===== src/rtl/rsc_pkg.sv =====
// Purpose: Constants for the reset scope and flag controller.
// Assumes: One 50 MHz system clock, synchronous active-low reset.
// Notes:   Register offsets are byte addresses on an AHB-Lite slave.
package rsc_pkg;

	// ---------------------------------------------------------------
	// Register map
	// ---------------------------------------------------------------
	localparam logic [7:0] RSC_OFS_STATUS = 8'h00;
	localparam logic [7:0] RSC_OFS_CTRL   = 8'h04;
	localparam logic [7:0] RSC_OFS_IRQ_ST = 8'h08;
	localparam logic [7:0] RSC_OFS_IRQ_MK = 8'h0C;
	localparam logic [7:0] RSC_OFS_LVS    = 8'h10;
	localparam logic [7:0] RSC_OFS_WDC    = 8'h14;
	localparam logic [7:0] RSC_OFS_PORTS  = 8'h18;

	// ---------------------------------------------------------------
	// Field positions and reset values
	// ---------------------------------------------------------------
	localparam int         RSC_BIT_TO        = 0;
	localparam int         RSC_BIT_PD        = 1;
	localparam int         RSC_BIT_EV_POR    = 0;
	localparam int         RSC_BIT_EV_WNORM  = 1;
	localparam int         RSC_BIT_EV_WSLP   = 2;
	localparam int         RSC_BIT_CTL_SLP   = 0;
	localparam logic [7:0] RSC_LVS_DEFAULT   = 8'h5A;
	localparam logic [7:0] RSC_WDC_DEFAULT   = 8'h57;
	localparam logic [7:0] RSC_PORT_DEFAULT  = 8'hFF;
	localparam logic [7:0] RSC_SP_TOP        = 8'h07;
	localparam logic [7:0] RSC_ZERO8         = 8'h00;
	localparam logic [2:0] RSC_ZERO3         = 3'h0;
	localparam logic [1:0] RSC_HTRANS_NONSEQ = 2'h2;

	// Power mode as seen by the reset selector.
	typedef enum logic [1:0] {
		RSC_MODE_FAST,
		RSC_MODE_SLOW,
		RSC_MODE_IDLE,
		RSC_MODE_SLEEP
	} rsc_mode_t;

endpackage


===== src/rtl/rsc_reset_ctrl.sv =====
// Purpose: Chooses reset scope per source and mode, keeps reset flags.
// Assumes: Sources are synchronous one-cycle pulses; AHB-Lite slave.
// Notes:   Power-on reset is the rst_n input itself.
`timescale 1ns/1ns

// Behaviour
// - Normal-mode watchdog expiry sets expiry flag
// - Sleep expiry clears only PC, SP; sets flag
// - Normal expiry: flag one, powerdown flag kept
// - Sleep expiry: both flags read one
// - Flags in status; power-on clears both
// - Power-on: PC zero, SP at stack top
// - Power-on disables all interrupts, global enable
// - Power-on clears watchdog, time bases; watchdog runs
// - Power-on switches all timer modules off
// - Power-on, normal expiry: ports all ones
// - Normal expiry reloads port, LVS and WDC defaults; CTRL is kept
// - Normal-mode expiry starts a full reset
module rsc_reset_ctrl (
	input  wire logic               sys_clk,
	input  wire logic               rst_n,
	input  wire logic               wdt_expire,
	input  wire rsc_pkg::rsc_mode_t power_mode,
	input  wire logic               halt_enter,
	output logic                    full_reset,
	output logic                    core_ptr_reset,
	output logic [7:0]              pc_init,
	output logic [7:0]              sp_init,
	output logic                    int_disable,
	output logic                    wdt_clear,
	output logic                    wdt_run,
	output logic                    timers_off,
	output logic [7:0]              port_data,
	output logic [7:0]              port_dir,
	output logic [7:0]              low_voltage_select_reg,
	output logic [7:0]              watchdog_control_reg,
	output logic                    watchdog_expiry_flag,
	output logic                    powerdown_flag,
	output logic                    irq,
	input  wire logic               hsel,
	input  wire logic [31:0]        haddr,
	input  wire logic [1:0]         htrans,
	input  wire logic               hwrite,
	input  wire logic [2:0]         hsize,
	input  wire logic [31:0]        hwdata,
	input  wire logic               hready,
	output logic [31:0]             hrdata,
	output logic                    hreadyout,
	output logic                    hresp
);
	import rsc_pkg::*;

	// Interrupt status after power-on: only the power-on event is pending.
	localparam logic [2:0] RSC_IST_POR = 3'(1) << RSC_BIT_EV_POR;

	// ---------------------------------------------------------------
	// State
	// ---------------------------------------------------------------
	logic       por_r,  por_nxt;
	logic       full_r, full_nxt;
	logic       core_r, core_nxt;
	logic       to_r,   to_nxt;
	logic       pd_r,   pd_nxt;
	logic [7:0] lvs_r,  lvs_nxt;
	logic [7:0] wdc_r,  wdc_nxt;
	logic [7:0] pdat_r, pdat_nxt;
	logic [7:0] pdir_r, pdir_nxt;
	logic [2:0] ist_r,  ist_nxt;
	logic [2:0] imk_r,  imk_nxt;
	logic [7:0] ctl_r,  ctl_nxt;
	logic       wr_r,   wr_nxt;
	logic [7:0] wa_r,   wa_nxt;
	logic [31:0] rd_r,  rd_nxt;
	logic       sleepy;
	logic       wd_norm;
	logic       wd_sleep;
	logic       take;
	logic [2:0] ev;
	logic [31:0] wdat;
	logic       wr_status;
	logic       wr_ctrl;
	logic       wr_irq_st;
	logic       wr_irq_mk;
	logic       wr_lvs;
	logic       wr_wdc;
	logic       wr_ports;

	// Mode is sampled in the same cycle as the expiry pulse.
	assign sleepy   = (power_mode == RSC_MODE_IDLE) || (power_mode == RSC_MODE_SLEEP);
	assign wd_norm  = wdt_expire && !sleepy;
	assign wd_sleep = wdt_expire && sleepy;
	assign take     = hsel && hready && (htrans == RSC_HTRANS_NONSEQ);
	assign wdat     = hwdata;

	// Register write strobes, live in the data phase of a write transfer.
	assign wr_status = wr_r && (wa_r == RSC_OFS_STATUS);
	assign wr_ctrl   = wr_r && (wa_r == RSC_OFS_CTRL);
	assign wr_irq_st = wr_r && (wa_r == RSC_OFS_IRQ_ST);
	assign wr_irq_mk = wr_r && (wa_r == RSC_OFS_IRQ_MK);
	assign wr_lvs    = wr_r && (wa_r == RSC_OFS_LVS);
	assign wr_wdc    = wr_r && (wa_r == RSC_OFS_WDC);
	assign wr_ports  = wr_r && (wa_r == RSC_OFS_PORTS);

	// ---------------------------------------------------------------
	// Reset scope pulses
	// ---------------------------------------------------------------
	// The power-on pulse spans the first cycle after release; an expiry
	// gives its pulse in the cycle after the one in which it was seen.
	always_comb begin
		por_nxt  = 1'b0;
		full_nxt = wd_norm;
		core_nxt = wd_sleep;
	end

	// Registers the scope pulses; reset holds the power-on pulse high.
	always_ff @(posedge sys_clk) begin
		if (!rst_n) begin
			por_r  <= 1'b1;
			full_r <= 1'b0;
			core_r <= 1'b0;
		end else begin
			por_r  <= por_nxt;
			full_r <= full_nxt;
			core_r <= core_nxt;
		end
	end

	// ---------------------------------------------------------------
	// Reset indicator flags
	// ---------------------------------------------------------------
	// Software may rewrite both flags, but halt entry and expiries come
	// after the write, so a same-cycle set beats a clear; a normal expiry keeps the old powerdown flag.
	always_comb begin
		to_nxt = to_r;
		pd_nxt = pd_r;
		if (wr_status) begin
			to_nxt = wdat[RSC_BIT_TO];
			pd_nxt = wdat[RSC_BIT_PD];
		end
		if (halt_enter) begin
			pd_nxt = 1'b1;
		end
		if (wd_norm) begin
			to_nxt = 1'b1;
			pd_nxt = pd_r;
		end
		if (wd_sleep) begin
			to_nxt = 1'b1;
			pd_nxt = 1'b1;
		end
	end

	// Registers the flags; power-on clears both.
	always_ff @(posedge sys_clk) begin
		if (!rst_n) begin
			to_r <= 1'b0;
			pd_r <= 1'b0;
		end else begin
			to_r <= to_nxt;
			pd_r <= pd_nxt;
		end
	end

	// ---------------------------------------------------------------
	// Registers with power-on defaults
	// ---------------------------------------------------------------
	// Software writes land in the data phase; a normal-mode expiry then
	// reloads the power-on values of all but the control register, while a sleep expiry leaves them.
	always_comb begin
		lvs_nxt  = lvs_r;
		wdc_nxt  = wdc_r;
		pdat_nxt = pdat_r;
		pdir_nxt = pdir_r;
		ctl_nxt  = ctl_r;
		if (wr_ctrl) begin
			ctl_nxt = wdat[7:0];
		end
		if (wr_lvs) begin
			lvs_nxt = wdat[7:0];
		end
		if (wr_wdc) begin
			wdc_nxt = wdat[7:0];
		end
		if (wr_ports) begin
			pdat_nxt = wdat[7:0];
			pdir_nxt = wdat[15:8];
		end
		if (wd_norm) begin
			pdat_nxt = RSC_PORT_DEFAULT;
			pdir_nxt = RSC_PORT_DEFAULT;
			lvs_nxt  = RSC_LVS_DEFAULT;
			wdc_nxt  = RSC_WDC_DEFAULT;
		end
	end

	// Registers the defaulted state; power-on loads every default.
	always_ff @(posedge sys_clk) begin
		if (!rst_n) begin
			lvs_r  <= RSC_LVS_DEFAULT;
			wdc_r  <= RSC_WDC_DEFAULT;
			pdat_r <= RSC_PORT_DEFAULT;
			pdir_r <= RSC_PORT_DEFAULT;
			ctl_r  <= RSC_ZERO8;
		end else begin
			lvs_r  <= lvs_nxt;
			wdc_r  <= wdc_nxt;
			pdat_r <= pdat_nxt;
			pdir_r <= pdir_nxt;
			ctl_r  <= ctl_nxt;
		end
	end

	// ---------------------------------------------------------------
	// Interrupt status and mask
	// ---------------------------------------------------------------
	// Each expiry kind raises its own sticky bit; the clear is applied
	// first so that an event in the clearing cycle survives it.
	always_comb begin
		ev = RSC_ZERO3;
		ev[RSC_BIT_EV_WNORM] = wd_norm;
		ev[RSC_BIT_EV_WSLP]  = wd_sleep;
		imk_nxt = imk_r;
		ist_nxt = ist_r;
		if (wr_irq_mk) begin
			imk_nxt = wdat[2:0];
		end
		if (wr_irq_st) begin
			ist_nxt = ist_r & ~wdat[2:0];
		end
		ist_nxt = ist_nxt | ev;
	end

	// Registers status and mask; power-on leaves the mask closed.
	always_ff @(posedge sys_clk) begin
		if (!rst_n) begin
			imk_r <= RSC_ZERO3;
			ist_r <= RSC_IST_POR;
		end else begin
			imk_r <= imk_nxt;
			ist_r <= ist_nxt;
		end
	end

	// ---------------------------------------------------------------
	// AHB-Lite slave
	// ---------------------------------------------------------------
	// Captures the address phase and prepares read data for the data phase.
	// Read data comes from the next-state values, so a read whose address
	// phase meets the data phase of a write already sees the written value.
	always_comb begin
		wr_nxt = take && hwrite;
		wa_nxt = take ? haddr[7:0] : wa_r;
		rd_nxt = rd_r;
		if (take && !hwrite) begin
			rd_nxt = 32'h0000_0000;
			case (haddr[7:0])
				RSC_OFS_STATUS: begin
					rd_nxt[RSC_BIT_TO] = to_nxt;
					rd_nxt[RSC_BIT_PD] = pd_nxt;
				end
				RSC_OFS_CTRL:   rd_nxt[7:0]  = ctl_nxt;
				RSC_OFS_IRQ_ST: rd_nxt[2:0]  = ist_nxt;
				RSC_OFS_IRQ_MK: rd_nxt[2:0]  = imk_nxt;
				RSC_OFS_LVS:    rd_nxt[7:0]  = lvs_nxt;
				RSC_OFS_WDC:    rd_nxt[7:0]  = wdc_nxt;
				RSC_OFS_PORTS:  rd_nxt[15:0] = {pdir_nxt, pdat_nxt};
				default: ;
			endcase
		end
	end

	// Registers the bus phase state.
	always_ff @(posedge sys_clk) begin
		if (!rst_n) begin
			wr_r <= 1'b0;
			wa_r <= RSC_ZERO8;
			rd_r <= 32'h0000_0000;
		end else begin
			wr_r <= wr_nxt;
			wa_r <= wa_nxt;
			rd_r <= rd_nxt;
		end
	end

	// ---------------------------------------------------------------
	// Outputs
	// ---------------------------------------------------------------
	// Full reset covers power-on and normal-mode expiry alike; the core
	// pointer reset is the union of both scopes, so the core needs only it.
	assign full_reset             = por_r || full_r;
	assign core_ptr_reset         = full_reset || core_r;
	assign pc_init                = RSC_ZERO8;
	assign sp_init                = core_r ? RSC_ZERO8 : RSC_SP_TOP;
	assign int_disable            = full_reset;
	assign wdt_clear              = full_reset;
	assign wdt_run                = !full_reset;
	assign timers_off             = full_reset;
	// Data outputs come straight from their registers.
	assign port_data              = pdat_r;
	assign port_dir               = pdir_r;
	assign low_voltage_select_reg = lvs_r;
	assign watchdog_control_reg   = wdc_r;
	assign watchdog_expiry_flag   = to_r;
	assign powerdown_flag         = pd_r;
	assign irq                    = |(ist_r & imk_r);
	assign hrdata                 = rd_r;
	assign hreadyout              = 1'b1;
	assign hresp                  = 1'b0;

endmodule // rsc_reset_ctrl


===== config.mk =====
export PLATFORM = sky130hd
export DESIGN_NAME = rsc_reset_ctrl
export DESIGN_NICKNAME = d
export VERILOG_FILES = /design/src/rtl/rsc_pkg.sv /design/src/rtl/rsc_reset_ctrl.sv
export SDC_FILE = /design/constraint.sdc
export NUM_CORES = 1
export LEC_CHECK = 0
export ABC_CLOCK_PERIOD_IN_PS = 4600
export BUFFER_PORTS_ARGS = -buffer_cell sky130_fd_sc_hd__buf_4
export CAP_MARGIN = 10
export CORE_UTILIZATION = 52
export DETAILED_ROUTE_END_ITERATION = 8
export GPL_ROUTABILITY_DRIVEN = 0
export PLACE_DENSITY_LB_ADDON = 0.05
export SLEW_MARGIN = 40
export SYNTH_ARGS = -nofsm -noshare
export SYNTH_HDL_FRONTEND = slang
export SYNTH_SLANG_ARGS = --single-unit
export TNS_END_PERCENT = 10

===== constraint.sdc =====
create_clock -name sys_clk -period 4.6 [get_ports sys_clk]
set_clock_uncertainty 0.1 [all_clocks]
set_input_delay 0.23 -clock sys_clk [delete_from_list [all_inputs] [get_ports sys_clk]]
set_output_delay 0.23 -clock sys_clk [all_outputs]
set_load 0.05 [all_outputs]

==> metrics.txt <==
run status completed; R2R Setup Slk 1.75 ns; FP Rows 31; number of synthesized flops with an enable pin 0; largest net degree at the start of global routing 38; GRT Util Overall 30.1%; final worst path period need 2.85 ns; clock slew at reported path FFs 0.08 ns; antenna violations before repair 0; Avg WL per Cell 17.9 um; post-synth top area share 38.3%; crit path DAT 2.99 ns; vias per inst 6.09; ant diodes 0; Design Area, Final 4730 um^2; Async S/R FF share, synth 0%; slowest stage delay, CP 0.70 ns; Post-CTS Hold Buffers 0; Post-DP HPWL 7.99 mm; hold_sp hwdata[3]; synth-to-layout area growth 19.2%; via count 3957; CP Capture Type flop; CTS sink cnt 76; global route overflow 0; placed inst area 4570 um^2; slowest cell on the critical path nand3_1; Num CTS Buffers 9; crit path launch type flop; multi-input logic area 2170 um^2; most frequent cell after synthesis dfxtp_1; Sw Ratio 30.9%; vias in the first global route 3544; nets 625; crit-path cells nor3_2 -> nand3_1 -> mux2_2 -> a221oi_1 -> o21ai_0; ratio of cells with drive above 1 in the final layout 23.8%; Initial Utilization 54.2%; RR Startpoint wa_r[5]$_SDFFE_PN0P_; Finished Core Util 64.6%; # DRC 0; WHS Endpoint port_data[3]$_SDFF_PN1_; Reg power frac 51.6%; Clock Tree Root clkbuf_8; max reg flops 16; WS Path Type flop to flop; Mapped Cells 479; Cell Pwr Density 273 nW/um^2; CTS max path bufs 2; Die Area 7990 um^2; register bit count reported by yosys 76; Reg area 1520 um^2; Period Utilization, post-route 62.0%; Die Ht 89.4 um; RSZ-0062 raised after global routing no; clock power share 34.2%; H-tree depth 3; worst slew pin tran 0.742 ns; Die Wd 89.4 um; number of gates resized after CTS 0; Avg Synthesized Cell Area 8.29 um^2; Synth top cells by count dfxtp_1, nand2_1, buf_4, nand3_1, nor2_1; NetSw 0.000399 W; yosys warns 0; CP required 4.73 ns; Iteration-0 DRC Markers 362; max-slew violations 0; post-synth top area cell dfxtp_1; worst vdd ir 0.181 mV; setup bufs post-CTS 0; Core Area 7330 um^2; Fin Setup TNS 0 ns; fillcell total 683; Peak Freq 351 MHz; Post-DRT Antenna Nets 0; worst skew pair latency 0.35 ns; Distinct cells, synth 61; CTS tree done; Seq/Total Area, Yosys 38.3%; min-delay worst type primary input to flop; critical path fanouts, max 14; Total Power 0.00129 W; Main synth FF type dfxtp_1; Internal 0.000893 W; DRT Wirelength 11.6 mm; Cells on Worst Hold Path 3; Hold Worst Slack 0.0240 ns; synth top area cells dfxtp_1, buf_4, nand2_1; first-pass GRT wire length 18.0 mm; PortBufs 93; TritonRoute pass-1 iters 5; leakage power 1.86 nW; Comb pwr share 14.1%; Final Hold Fails 0; I/O Pins 169; Max-Cap Viols 0; cell area after synthesis 3970 um^2; RR Endpoint hrdata[5]$_SDFFE_PN0P_; Max-slew headroom 50.3%; worst r2r path cells 5; final setup fails 0
==> power groups by stage <==
stage          registers (W)  logic (W)  clock network [W]
6_report            0.000667   0.000183           0.000442
5_1_grt             0.000668   0.000195           0.000466
4_1_cts             0.000667   0.000180           0.000442
3_5_place_dp        0.000683   0.000180                  0
3_3_place_gp        0.000683   0.000177                  0
2_1_floorplan       0.000686   0.000143                  0
==> cells by family after synthesis <==
kind of cell           Yosys count  share of synthesized area [%]
buffers and inverters           77                           10.8
and+or+nand+nor                203                           27.1
AOI/OAI and AO/OA              104                           19.2
muxes                           17                           4.41
DFF                             76                           38.3
other                            2                          0.189
==> critical path: cells and delay by family, from the launching register on <==
| family | cells | cell delay (ns) |
|---|---|---|
| DFF | 1 | 0.35 |
| muxes | 1 | 0.50 |
| and+or+nand+nor | 2 | 1.34 |
| AOI/OAI and AO/OA | 2 | 0.44 |
==> layer usage <==
| metal | global-route usage (%) | wire, um |
|---|---|---|
| met2 | 46.8 | 5380 |
| met5 | 0 | 0 |
| met4 | 16.5 | 361 |
| met3 | 4.89 | 949 |
| met1 | 39.9 | 4920 |
==> stage by stage <==
stage	setup WS, ns	cells
floorplan	2.40	508
global placement	1.92	635
detailed placement	1.78	635
CTS	1.76	650
global route	1.60	650
finish	1.75	650
==> final cells by class <==
class                           count  share of cell area, %
Sequential cell                    76                   32.1
Clock buffer                       10                   2.70
Clock inverter                      5                  0.634
Tap cell                           99                   2.62
Multi-Input combinational cell    355                   45.8
Timing Repair Buffer               98                   15.5
Inverter                            7                  0.555
==> cells in the final DEF, fill, tap and decap left out, types with 3 or more instances in the layout <==
cell      count
inv_1         6
o31a_1        7
a21oi_1      24
clkbuf_8      9
clkinv_2      3
nor2_1       34
nor4_1        4
o21ai_0       3
buf_4        98
o211ai_1      3
a211oi_1      8
nand3_1      37
nand2_1      53
nand4_1      25
dfxtp_1      76
mux2i_1      13
nor3_1        6
o31ai_1      14
o22ai_1       4
and3_1        4
a22oi_1       9
a31oi_1       3
and2_1       10
a311oi_1      3
nor4b_1       3
a211o_1       6
conb_1       31
==> worst max path at each step <==
stage	startpoint	end	slack, ns
2_1_floorplan	wa_r[0]$_SDFFE_PN0P_	hrdata[2]$_SDFFE_PN0P_	2.40
3_3_place_gp	wa_r[5]$_SDFFE_PN0P_	hrdata[5]$_SDFFE_PN0P_	1.92
3_5_place_dp	wa_r[5]$_SDFFE_PN0P_	hrdata[5]$_SDFFE_PN0P_	1.78
4_1_cts	wa_r[5]$_SDFFE_PN0P_	hrdata[5]$_SDFFE_PN0P_	1.76
5_1_grt	wa_r[5]$_SDFFE_PN0P_	hrdata[5]$_SDFFE_PN0P_	1.60
6_report	wa_r[5]$_SDFFE_PN0P_	hrdata[5]$_SDFFE_PN0P_	1.75
No activity file was read; power rests on OpenSTA's default activity.
